==> config.mk <==
export PLATFORM = sky130hd
export DESIGN_NAME = spcr_serial_regs
export DESIGN_NICKNAME = d
export VERILOG_FILES = /design/src/logic/spcr_pkg.sv /design/src/logic/spcr_sync.sv /design/src/logic/spcr_nvm_seq.sv /design/src/logic/spcr_serial_regs.sv
export VERILOG_INCLUDE_DIRS = /design/src /design/src/logic
export SDC_FILE = /design/constraint.sdc
export NUM_CORES = 1
export LEC_CHECK = 0
export BUFFER_PORTS_ARGS = -buffer_cell sky130_fd_sc_hd__buf_2
export CAP_MARGIN = 20
export CORE_UTILIZATION = 55
export CTS_CLUSTER_DIAMETER = 60
export DETAILED_ROUTE_END_ITERATION = 12
export GPL_ROUTABILITY_DRIVEN = 1
export PLACE_DENSITY_LB_ADDON = 0.08
export SYNTH_ARGS = -nofsm -noshare
export SYNTH_HDL_FRONTEND = slang
export SYNTH_HIERARCHICAL = 1
export SYNTH_SLANG_ARGS = --single-unit
==> constraint.sdc <==
create_clock -name clock -period 4.36 [get_ports clock]
set_clock_uncertainty 0.05 [all_clocks]
set_input_delay 0.218 -clock clock [delete_from_list [all_inputs] [get_ports clock]]
set_output_delay 0.218 -clock clock [all_outputs]
set_load 0.02 [all_outputs]
==> src/logic/spcr_cfg.svh <==
/*
  Offsets, field positions, reset values and counts for the serial
  port configuration register bank. Definitions only.
*/
`ifndef SPCR_CFG_SVH
`define SPCR_CFG_SVH

`define SPCR_ADDR_W      13
`define SPCR_OFS_CFG     13'h000
`define SPCR_OFS_PARTID  13'h003
`define SPCR_OFS_RDSEL   13'h004
`define SPCR_OFS_VERLO   13'h005
`define SPCR_OFS_VERHI   13'h006
`define SPCR_OFS_UPDATE  13'h232
`define SPCR_OFS_STUPD   13'ha15
`define SPCR_OFS_STEND   13'ha16
`define SPCR_OFS_NVSTAT  13'hb00
`define SPCR_OFS_NVERR   13'hb01
`define SPCR_OFS_NVCTL1  13'hb02
`define SPCR_OFS_NVCTL2  13'hb03

`define SPCR_CFG_UNIDIR  7
`define SPCR_CFG_LSB     6
`define SPCR_CFG_SRST    5
`define SPCR_RDSEL_ACT   0
`define SPCR_UPD_BIT     0
`define SPCR_CTL1_WREN   0
`define SPCR_CTL1_LOAD   1
`define SPCR_CTL2_STORE  0

`define SPCR_ZERO8       8'h00
`define SPCR_ZERO16      16'h0000
`define SPCR_STUPD_RST   8'h80
`define SPCR_STEND_RST   8'hff
`define SPCR_PARTID_DEF  8'h5a

`define SPCR_INSN_BITS   4'hf
`define SPCR_INSN_RW     15
`define SPCR_INSN_WHI    14
`define SPCR_INSN_WLO    13
`define SPCR_W_STREAM    2'h3
`define SPCR_BYTE_LAST   3'h7

`define SPCR_NVM_BYTES   2'h3
`define SPCR_NVM_AW      2
`define SPCR_SYNC_INIT   5'h08

`endif

==> src/logic/spcr_pkg.sv <==
/*
  Types for the serial port configuration register bank.
  Assumes nothing beyond a SystemVerilog compiler.
*/
package spcr_pkg;

  typedef struct packed {
    logic sclk;
    logic csN;
    logic sdio;
  } spcr_pin_in_t;

  typedef struct packed {
    logic sdioOut;
    logic sdioOe;
    logic sdoOut;
    logic sdoOe;
  } spcr_pin_out_t;

  typedef struct packed {
    logic       req;
    logic       we;
    logic [1:0] addr;
    logic [7:0] wdata;
  } spcr_nvm_req_t;

  typedef enum logic [1:0] {SP_INSN, SP_DATA, SP_DONE} spcr_phase_t;
  typedef enum logic [1:0] {NV_IDLE, NV_ACCESS, NV_CHECK} spcr_nv_state_t;

endpackage

==> src/logic/spcr_sync.sv <==
/*
  Two flip-flop synchroniser for a group of pin levels.
  Assumes each bit is an independent slowly changing level.
*/
`timescale 1ns/1ps
module spcr_sync #(
  parameter int                WIDTH = 1,
  parameter logic [WIDTH-1:0]  INIT  = '0
) (
  input  wire logic             clock,
  input  wire logic             rst,
  input  wire logic [WIDTH-1:0] d,
  output logic      [WIDTH-1:0] q
);
  logic [WIDTH-1:0] meta_r;

  always_ff @(posedge clock or posedge rst) begin
    if (rst) begin
      meta_r <= INIT;
      q      <= INIT;
    end else begin
      meta_r <= d;
      q      <= meta_r;
    end
  end
endmodule

==> src/logic/spcr_nvm_seq.sv <==
/*
  Nonvolatile store sequencer: loads or stores the version bytes and a
  check byte. Assumes a same-clock memory port that acks each access.
*/
`timescale 1ns/1ps
`include "spcr_cfg.svh"
module spcr_nvm_seq (
  input  wire logic                   clock,
  input  wire logic                   rst,
  input  wire logic                   startLoad,
  input  wire logic                   startStore,
  input  wire logic [15:0]            storeData,
  output logic      [15:0]            loadData,
  output logic                        loadValid,
  output logic                        busy,
  output logic                        dataErr,
  output logic                        done,
  output spcr_pkg::spcr_nvm_req_t     nvmReq,
  input  wire logic [7:0]             nvmRdata,
  input  wire logic                   nvmAck
);
  import spcr_pkg::*;

  spcr_nv_state_t       state_r;
  logic                 store_r;
  logic [1:0]           idx_r;
  logic [23:0]          buf_r;
  logic [7:0]           check;

  assign check = ~(buf_r[7:0] ^ buf_r[15:8]);
  assign busy  = (state_r != NV_IDLE);

  always_ff @(posedge clock or posedge rst) begin
    if (rst) begin
      state_r   <= NV_IDLE;
      store_r   <= 1'b0;
      idx_r     <= 2'h0;
      buf_r     <= 24'h000000;
      nvmReq    <= '0;
      loadData  <= `SPCR_ZERO16;
      loadValid <= 1'b0;
      dataErr   <= 1'b0;
      done      <= 1'b0;
    end else begin
      loadValid <= 1'b0;
      done      <= 1'b0;
      case (state_r)
        NV_IDLE: begin
          idx_r <= 2'h0;
          if (startStore) begin
            store_r      <= 1'b1;
            buf_r        <= {~(storeData[7:0] ^ storeData[15:8]),
                             storeData};
            nvmReq.req   <= 1'b1;
            nvmReq.we    <= 1'b1;
            nvmReq.addr  <= 2'h0;
            nvmReq.wdata <= storeData[7:0];
            state_r      <= NV_ACCESS;
          end else if (startLoad) begin
            store_r     <= 1'b0;
            dataErr     <= 1'b0;
            nvmReq.req  <= 1'b1;
            nvmReq.we   <= 1'b0;
            nvmReq.addr <= 2'h0;
            state_r     <= NV_ACCESS;
          end
        end
        NV_ACCESS: begin
          if (nvmAck) begin
            if (!store_r) begin
              buf_r <= {nvmRdata, buf_r[23:8]};
            end
            if (idx_r == `SPCR_NVM_BYTES - 2'h1) begin
              nvmReq.req <= 1'b0;
              state_r    <= NV_CHECK;
            end else begin
              idx_r        <= idx_r + 2'h1;
              nvmReq.addr  <= idx_r + 2'h1;
              // Byte 1 is the high version byte, byte 2 the check byte
              nvmReq.wdata <= (idx_r == 2'h0) ? buf_r[15:8] : buf_r[23:16];
            end
          end
        end
        NV_CHECK: begin
          // Bad check byte keeps the registers untouched
          if (!store_r) begin
            if (buf_r[23:16] == check) begin
              loadData  <= buf_r[15:0];
              loadValid <= 1'b1;
            end else begin
              dataErr <= 1'b1;
            end
          end
          done    <= 1'b1;
          state_r <= NV_IDLE;
        end
        default: state_r <= NV_IDLE;
      endcase
    end
  end
endmodule

==> src/logic/spcr_serial_regs.sv <==
/*
  Serial control port slave and configuration/nonvolatile control
  register bank. Assumes pins from outside the clock domain, a same-clock
  nonvolatile memory port, and an external tri-state resolver.
*/
// Functional notes
// - Bit 7 clear: reads on data pin, output pin idle; set: reads on output.
// - Bit 6 clear: MSB first, address decrements; set: LSB first, increments.
// - Bit order and address direction are ignored in two-wire mode.
// - Writing bit 5 soft-resets; reload from store if select pin high.
// - Read-only identification byte at 0x003; writes ignored.
// - Bit 0 at readback_source_select picks buffered (0) or active (1) readback.
`timescale 1ns/1ps
`include "spcr_cfg.svh"
module spcr_serial_regs #(
  parameter logic [7:0] VARIANT_IDENTIFICATION = `SPCR_PARTID_DEF // Arbitrary value
) (
  input  wire logic                    clock,
  input  wire logic                    rst,
  input  wire spcr_pkg::spcr_pin_in_t  pinIn,
  output spcr_pkg::spcr_pin_out_t      pinOut,
  input  wire logic                    eepromSelPin,
  input  wire logic                    i2cModePin,
  output spcr_pkg::spcr_nvm_req_t      nvmReq,
  input  wire logic [7:0]              nvmRdata,
  input  wire logic                    nvmAck,
  output logic [15:0]                  verIdActive
);
  import spcr_pkg::*;

  localparam int AW = `SPCR_ADDR_W;

  logic [4:0]     pinsRaw;
  logic [4:0]     pinsSync;
  logic           sclkS;
  logic           csNS;
  logic           sdioS;
  logic           eeSelS;
  logic           i2cS;
  logic           sclkPrev_r;
  logic           rise;
  logic           fall;

  logic           unidir_r;
  logic           lsb_r;
  logic           lsbEff;
  logic           softRst_r;
  logic           readSel_r;
  logic [15:0]    verBuf_r;
  logic [15:0]    verAct_r;
  logic [7:0]     stUpd_r;
  logic [7:0]     stEnd_r;
  logic           wrEnable_r;
  logic           loadCmd_r;
  logic           storeCmd_r;

  spcr_phase_t    phase_r;
  logic [3:0]     bitCnt_r;
  logic [15:0]    insn_r;
  logic [15:0]    insnNxt;
  logic [AW-1:0]  addr_r;
  logic [AW-1:0]  addrStep;
  logic [7:0]     rx_r;
  logic [7:0]     rxNxt;
  logic [7:0]     tx_r;
  logic [1:0]     byteCnt_r;
  logic           outBit_r;
  logic           isRead;
  logic           byteEnd;
  logic           lastByte;
  logic           wrEn;

  logic           startLoad;
  logic           startStore;
  logic [15:0]    loadData;
  logic           loadValid;
  logic           nvBusy;
  logic           nvErr;
  logic           nvDone;

  assign pinsRaw = {pinIn.sclk, pinIn.csN, pinIn.sdio, eepromSelPin,
                    i2cModePin};

  spcr_sync #(
    .WIDTH (5),
    .INIT  (`SPCR_SYNC_INIT)
  ) uSync (
    .clock (clock),
    .rst   (rst),
    .d     (pinsRaw),
    .q     (pinsSync)
  );

  assign sclkS  = pinsSync[4];
  assign csNS   = pinsSync[3];
  assign sdioS  = pinsSync[2];
  assign eeSelS = pinsSync[1];
  assign i2cS   = pinsSync[0];

  always_ff @(posedge clock or posedge rst) begin
    if (rst) begin
      sclkPrev_r <= 1'b0;
    end else begin
      sclkPrev_r <= sclkS;
    end
  end

  assign rise = sclkS & ~sclkPrev_r & ~csNS;
  assign fall = ~sclkS & sclkPrev_r & ~csNS;

  assign lsbEff   = lsb_r & ~i2cS;
  assign insnNxt  = lsbEff ? {sdioS, insn_r[15:1]}
                           : {insn_r[14:0], sdioS};
  assign rxNxt    = lsbEff ? {sdioS, rx_r[7:1]} : {rx_r[6:0], sdioS};
  assign addrStep = lsbEff ? addr_r + 1'b1 : addr_r - 1'b1;
  assign isRead   = insn_r[`SPCR_INSN_RW];
  assign byteEnd  = rise & (phase_r == SP_DATA) &
                    (bitCnt_r[2:0] == `SPCR_BYTE_LAST);
  assign lastByte = (insn_r[`SPCR_INSN_WHI:`SPCR_INSN_WLO] != `SPCR_W_STREAM)
                  & (byteCnt_r == insn_r[`SPCR_INSN_WHI:`SPCR_INSN_WLO]);
  assign wrEn     = byteEnd & ~isRead;

  function automatic logic [7:0] readByte(input logic [AW-1:0] a);
    logic [7:0] v;
    v = `SPCR_ZERO8;
    case (a)
      `SPCR_OFS_CFG:    v = {unidir_r, lsb_r, 4'h0, lsb_r, unidir_r};
      `SPCR_OFS_PARTID: v = VARIANT_IDENTIFICATION;
      `SPCR_OFS_RDSEL:  v = {7'h00, readSel_r};
      `SPCR_OFS_VERLO:  v = readSel_r ? verAct_r[7:0] : verBuf_r[7:0];
      `SPCR_OFS_VERHI:  v = readSel_r ? verAct_r[15:8]
                                      : verBuf_r[15:8];
      `SPCR_OFS_STUPD:  v = stUpd_r;
      `SPCR_OFS_STEND:  v = stEnd_r;
      `SPCR_OFS_NVSTAT: v = {7'h00, nvBusy};
      `SPCR_OFS_NVERR:  v = {7'h00, nvErr};
      `SPCR_OFS_NVCTL1: v = {6'h00, loadCmd_r, wrEnable_r};
      `SPCR_OFS_NVCTL2: v = {7'h00, storeCmd_r};
      default:          v = `SPCR_ZERO8;
    endcase
    return v;
  endfunction

  // Serial frame sequencing
  always_ff @(posedge clock or posedge rst) begin
    if (rst) begin
      phase_r   <= SP_INSN;
      bitCnt_r  <= 4'h0;
      insn_r    <= `SPCR_ZERO16;
      addr_r    <= '0;
      rx_r      <= `SPCR_ZERO8;
      tx_r      <= `SPCR_ZERO8;
      byteCnt_r <= 2'h0;
    end else if (csNS) begin
      phase_r   <= SP_INSN;
      bitCnt_r  <= 4'h0;
      byteCnt_r <= 2'h0;
    end else if (rise) begin
      case (phase_r)
        SP_INSN: begin
          insn_r   <= insnNxt;
          bitCnt_r <= bitCnt_r + 4'h1;
          if (bitCnt_r == `SPCR_INSN_BITS) begin
            phase_r  <= SP_DATA;
            bitCnt_r <= 4'h0;
            addr_r   <= insnNxt[AW-1:0];
            tx_r     <= readByte(insnNxt[AW-1:0]);
          end
        end
        SP_DATA: begin
          rx_r     <= rxNxt;
          bitCnt_r <= bitCnt_r + 4'h1;
          if (byteEnd) begin
            bitCnt_r  <= 4'h0;
            addr_r    <= addrStep;
            tx_r      <= readByte(addrStep);
            byteCnt_r <= byteCnt_r + 2'h1;
            if (lastByte) begin
              phase_r <= SP_DONE;
            end
          end
        end
        SP_DONE: bitCnt_r <= 4'h0;
        default: phase_r <= SP_INSN;
      endcase
    end
  end

  // Read data changes on the falling serial clock edge
  always_ff @(posedge clock or posedge rst) begin
    if (rst) begin
      outBit_r <= 1'b0;
    end else if (fall) begin
      outBit_r <= lsbEff ? tx_r[bitCnt_r[2:0]]
                         : tx_r[3'h7 - bitCnt_r[2:0]];
    end
  end

  always_comb begin
    pinOut.sdioOut = outBit_r;
    pinOut.sdoOut  = outBit_r;
    pinOut.sdioOe  = ~unidir_r & ~csNS & isRead &
                     (phase_r == SP_DATA);
    pinOut.sdoOe   = unidir_r & ~csNS;
  end

  // Port configuration; upper nibble governs, lower is the mirror
  always_ff @(posedge clock or posedge rst) begin
    if (rst) begin
      unidir_r  <= 1'b0;
      lsb_r     <= 1'b0;
      softRst_r <= 1'b0;
    end else begin
      softRst_r <= wrEn & (addr_r == `SPCR_OFS_CFG) &
                   rxNxt[`SPCR_CFG_SRST];
      if (softRst_r) begin
        unidir_r <= 1'b0;
        lsb_r    <= 1'b0;
      end else if (wrEn && addr_r == `SPCR_OFS_CFG) begin
        unidir_r <= rxNxt[`SPCR_CFG_UNIDIR];
        lsb_r    <= rxNxt[`SPCR_CFG_LSB];
      end
    end
  end

  always_ff @(posedge clock or posedge rst) begin
    if (rst) begin
      readSel_r <= 1'b0;
    end else if (softRst_r) begin
      readSel_r <= 1'b0;
    end else if (wrEn && addr_r == `SPCR_OFS_RDSEL) begin
      readSel_r <= rxNxt[`SPCR_RDSEL_ACT];
    end
  end

  // Buffered version bytes, applied by the update strobe
  always_ff @(posedge clock or posedge rst) begin
    if (rst) begin
      verBuf_r <= `SPCR_ZERO16;
      verAct_r <= `SPCR_ZERO16;
    end else if (softRst_r) begin
      verBuf_r <= `SPCR_ZERO16;
      verAct_r <= `SPCR_ZERO16;
    end else if (loadValid) begin
      verBuf_r <= loadData;
      verAct_r <= loadData;
    end else if (wrEn) begin
      if (addr_r == `SPCR_OFS_VERLO) begin
        verBuf_r[7:0] <= rxNxt;
      end
      if (addr_r == `SPCR_OFS_VERHI) begin
        verBuf_r[15:8] <= rxNxt;
      end
      if (addr_r == `SPCR_OFS_UPDATE && rxNxt[`SPCR_UPD_BIT]) begin
        verAct_r <= verBuf_r;
      end
    end
  end

  assign verIdActive = verAct_r;

  always_ff @(posedge clock or posedge rst) begin
    if (rst) begin
      stUpd_r <= `SPCR_STUPD_RST;
      stEnd_r <= `SPCR_STEND_RST;
    end else if (softRst_r) begin
      stUpd_r <= `SPCR_STUPD_RST;
      stEnd_r <= `SPCR_STEND_RST;
    end else if (wrEn) begin
      if (addr_r == `SPCR_OFS_STUPD) begin
        stUpd_r <= rxNxt;
      end
      if (addr_r == `SPCR_OFS_STEND) begin
        stEnd_r <= rxNxt;
      end
    end
  end

  // Load and store commands; busy blocks a second request
  assign startLoad  = ~nvBusy & ~loadCmd_r & ~storeCmd_r &
                      ((softRst_r & eeSelS) |
                       (wrEn & (addr_r == `SPCR_OFS_NVCTL1) &
                        rxNxt[`SPCR_CTL1_LOAD]));
  assign startStore = ~nvBusy & ~loadCmd_r & ~storeCmd_r & wrEnable_r &
                      wrEn & (addr_r == `SPCR_OFS_NVCTL2) &
                      rxNxt[`SPCR_CTL2_STORE];

  always_ff @(posedge clock or posedge rst) begin
    if (rst) begin
      wrEnable_r <= 1'b0;
      loadCmd_r  <= 1'b0;
      storeCmd_r <= 1'b0;
    end else begin
      if (softRst_r) begin
        wrEnable_r <= 1'b0;
      end else if (wrEn && addr_r == `SPCR_OFS_NVCTL1) begin
        wrEnable_r <= rxNxt[`SPCR_CTL1_WREN];
      end
      if (startLoad) begin
        loadCmd_r <= 1'b1;
      end else if (nvDone) begin
        loadCmd_r <= 1'b0;
      end
      if (startStore) begin
        storeCmd_r <= 1'b1;
      end else if (nvDone) begin
        storeCmd_r <= 1'b0;
      end
    end
  end

  spcr_nvm_seq uNvm (
    .clock      (clock),
    .rst        (rst),
    .startLoad  (startLoad),
    .startStore (startStore),
    .storeData  (verBuf_r),
    .loadData   (loadData),
    .loadValid  (loadValid),
    .busy       (nvBusy),
    .dataErr    (nvErr),
    .done       (nvDone),
    .nvmReq     (nvmReq),
    .nvmRdata   (nvmRdata),
    .nvmAck     (nvmAck)
  );

endmodule

==> metrics.md <==
| Metric | Value |
|---|---|
| Post-Syn Nets | around 1,200 |
| Reg2reg setup slack | ~0.38 ns |
| Layout Area Growth over Synthesis | 10.61% |
| FF+latch count, synth | approximately 180 |
| Clk slew on worst S/H paths | 0.08 ns |
| Core area | 18,830 um^2 |
| Routed wire per std cell | 20.73 um |
| Vias | about 9,000 |
| Fmax | 251.1 MHz |
| CP Capture Point | tx_r[3] |
| Die Width | between 100 and 150 um |
| First-pass DRT Iterations | 6 |
| Cell Area, Synth | ~11,000 um^2 |
| Cell Chain, Critical Path | nor2b_2 -> inv_2 -> ha_1 -> and3_1 -> a211oi_1 -> mux2_2 -> or2_2 -> nor4_2 -> a32o_1 -> o31ai_1 -> a31oi_1 |
| Pwr dens | 400.1 nW/um^2 |
| CTS sink cnt | 179 |
| CP Max Fanout | 15 |
| Worst VDD drop | 349.5 uV |
| Max Root-Sink Buffers | 2 |
| R2R depth | 11 |
| Grt ovf | 0 |
| Initial Util | 0.5660 |
| Finish-stage setup viols | 0 |
| Power Total | 4.716 mW |
| # Post-CTS Setup Buffers | 0 |
| Crit path largest cell delay | about 0.53 ns |
| Worst Max-Slew Pin Slew | 1.081 ns |
| YS warnings | 6 |
| Yosys cell types | 85 |
| CP Launch Type | flip-flop |
| WP depth | 11 |
| Min-delay worst type | input pin to flip-flop |
| I/O pin count | 48 |
| Crit path required time | around 4.7 ns |
| Area of the multi-input gates | approximately 5800 um^2 |
| WL final | between 20,000 and 30,000 um |
| Fillers | between 1,500 and 2,000 |
| Gate Count Post-Synth | ~1,100 |
| Die height | roughly 140 um |
| Worst slew margin | 0.2790 |
| DRT iter0 DRCs | 897 |
| Root buffer cell | clkbuf_16 |
| Post-synthesis compound-gate area fraction | 0.2090 |
| Area share of xor/xnor cells in the synthesized design | 0.03334 |
| Clk pwr share | 0.343 |
| Worst setup startpoint | lsb_r |
| H-Tree Depth | 4 |
| Comb power frac | 0.212 |
| Via density | ~6.2 |
| Total track usage | 0.3132 |
| TritonCTS clock tree | yes |
| RSZ-0062 raised after global routing | false |
| Initial antenna violation count | 0 |
| Hold Vio Cnt, Final | 0 |
| Clk_lat worst skew | between 0.4 and 0.5 ns |
| Leakage | 5.269 nW |
| Synth Area in Adders | 0.02888 |
| Antenna diode count | 0 |
| GP Congestion | 0.9794 |
| Sequential-to-total area share from yosys stat | 0.4216 |
| CP top delay family | simple AND/OR/NAND/NOR gates |
| Worst Path Arrival | about 4.3 ns |
| Flop pwr share | 0.446 |
| Worst Path Buf+Inv | 1 |
| EDFF count, synth | 0 |
| Largest net degree at the start of global routing | 65 |
| Multiplexer share of the synthesized area | 0.08758 |
| Critical R2R Capture | tx_r[3] |
| Largest family of logic cells by synthesized area | compound AO/OA/AOI/OAI gates |
| DP HPWL | approximately 22,000 um |
| Post-Synth Simple-Gate Area | 0.1788 |
| Post-route ant nets | 0 |
| CP Capture Type | flip-flop |
| IO Port Bufs | 47 |
| Status | finished, final reports clean |
| Register area | between 4000 and 5000 um^2 |
| NetSw | 1.530 mW |
| Period utilization | 0.9135 |
| Int Power | between 3 and 4 mW |
| Setup CP Type | flip-flop to flip-flop |
| Nets | roughly 1,200 |
| Sum Neg Setup Slack | 0 ns |
| Maximum Capacitance Violations | 0 |
| Vias in the first global route | 8,488 |
| Post-CTS Resized | 0 |
| Cts bufs inserted | 17 |
| Tmin final | about 4 ns |
| Sw Share | 0.3244 |
| Ys flop type | dfrtp_1 |
| Slew Viols, Final | 0 |
| Avg Cell Area, Syn | between 9 and 10 um^2 |
| Reg-to-reg startpoint | lsb_r |
| First-pass GRT wire length | about 47,000 um |
| Die area | 19,940 um^2 |
| Cell Rows | 50 |
| Fraction of layout cells with a size suffix above 1 | 0.1407 |
| Ys async rst share | 1.000 |
| CP max-delay cell | nor4_2 |
| DR DRC count | 0 |
[placed cells by master, fill, tap and decap left out, types with 11 or more instances in the layout]
cell       Yosys  layout
a211oi_1      17      17
a21o_1        22      22
a21oi_1       78      76
a31oi_1       30      30
buf_2          6      47
buf_4          5      21
clkbuf_16      0      17
dfrtp_1      168     168
dfstp_2       11      11
ha_1          23      23
inv_1         29      27
mux2_2        12      12
mux2i_1       55      55
nand2_1      135     135
nand3_1       16      16
nor2_1       141     141
nor3_1        14      14
o21ai_0       51      51
o31ai_1       37      37
xor2_1        14      14
[synthesized netlist by cell type, types with 10 or more instances]
library cell	n	share of area
clkbuf_1	54	0.019
o21ai_0	51	0.024
o22ai_1	10	0.0059
mux2_2	12	0.013
nor3_1	14	0.0066
a21o_1	22	0.015
o21a_1	10	0.0070
xor2_1	14	0.012
o31ai_1	37	0.026
nand2_1	135	0.048
mux2i_1	55	0.052
inv_1	29	0.010
nor2b_1	11	0.0065
a21oi_1	78	0.037
dfrtp_1	168	0.39
ha_1	23	0.027
a31oi_1	30	0.018
nor2_1	141	0.050
nand3_1	16	0.0075
dfstp_2	11	0.027
a211oi_1	17	0.012
[worst register-to-register path, cell delays in order (launching register included)]
cell and delay (ns):
dfrtp_1 0.47, nor2b_2 0.20, inv_2 0.31, ha_1 0.43
and3_1 0.24, a211oi_1 0.42, mux2_2 0.41, or2_2 0.36
nor4_2 0.54, a32o_1 0.20, o31ai_1 0.08, a31oi_1 0.19
[registers in the layout, indices dropped and copies added, names as in the netlist, 4 cells and up]
signal and flops:
addr_r 13, bitCnt_r 4, uNvm/nvmReq 12, verBuf_r 16, uNvm/buf_r 24, uSync/meta_r 5
stUpd_r 8, uSync/q 5, verIdActive 16, rx_r 8, stEnd_r 8, tx_r 8
uNvm/loadData 16, insn_r 16
[layer usage]
| layer | vias up | GRT usage | wire length (um) |
|---|---|---|---|
| met4 | 0 | 0.08638 | 540 |
| li1 | 4190 | - | - |
| met3 | 38 | 0.06250 | 2200 |
| met1 | 4419 | 0.4874 | 14690 |
| met2 | 348 | 0.4380 | 12420 |
| met5 | - | 0 | 0 |
[final cells by class]
| type | instances | area share |
|---|---|---|
| Inverter | 30 | 0.009764 |
| Sequential cell | 179 | 0.3811 |
| Multi-Input combinational cell | 862 | 0.4882 |
| Timing Repair Buffer | 77 | 0.04097 |
| Clock inverter | 14 | 0.01592 |
| Tap cell | 260 | 0.02760 |
| Clock buffer | 18 | 0.03640 |
[stage by stage]
| stage | hold slack, ns | setup WS, ns | cells | instance area, um^2 | util |
|---|---|---|---|---|---|
| final | 0.01407 | 0.3770 | 1440 | 11790 | 0.6260 |
| after detailed placement | 0.2040 | 0.5274 | 1399 | 11080 | 0.5885 |
| after global placement | 0.1923 | 0.6178 | 1399 | 11080 | 0.5885 |
| after global routing | 0.03518 | 0.1435 | 1440 | 11790 | 0.6260 |
| after CTS | 0.008793 | 0.4930 | 1440 | 11790 | 0.6260 |
| after floorplan | 0.006747 | 0.007084 | 1144 | 10660 | - |
[timing repair]
| action | in CTS | in global routing |
|---|---|---|
| endpoints found under the hold margin | 103 | 0 |
| setup endpoints to repair | 0 | 0 |
| hold buffers | 9 | 0 |
[power groups by stage]
stage               Clock, mW  Sequential [mW]  Combinational, mW
detailed placement          0             2.13              0.989
CTS                      1.64             2.10               1.00
global placement            0             2.12              0.967
floorplan                   0             2.09              0.763
global route             1.70             2.13               1.10
finish                   1.62             2.10              0.998
[worst min-delay path by stage]
stage / start / endpoint / slack [ns] / cells after the start
after floorplan: rst / uSync/meta_r[0] / 0.007 / 1
after global placement: rst / uSync/meta_r[1] / 0.19 / 2
after detailed placement: rst / uSync/meta_r[1] / 0.20 / 2
after CTS: nvmRdata[6] / uNvm/buf_r[22] / 0.009 / 3
after global routing: nvmRdata[0] / uNvm/buf_r[16] / 0.04 / 3
final: nvmRdata[6] / uNvm/buf_r[22] / 0.01 / 3
[cells by family after synthesis]
logic type	after synthesis
compound gates	330
xor+xnor	28
fa+ha+maj	24
buf+inv	103
flops	179
mux	81
simple gates	399
Power figures use the tool's default switching activity.
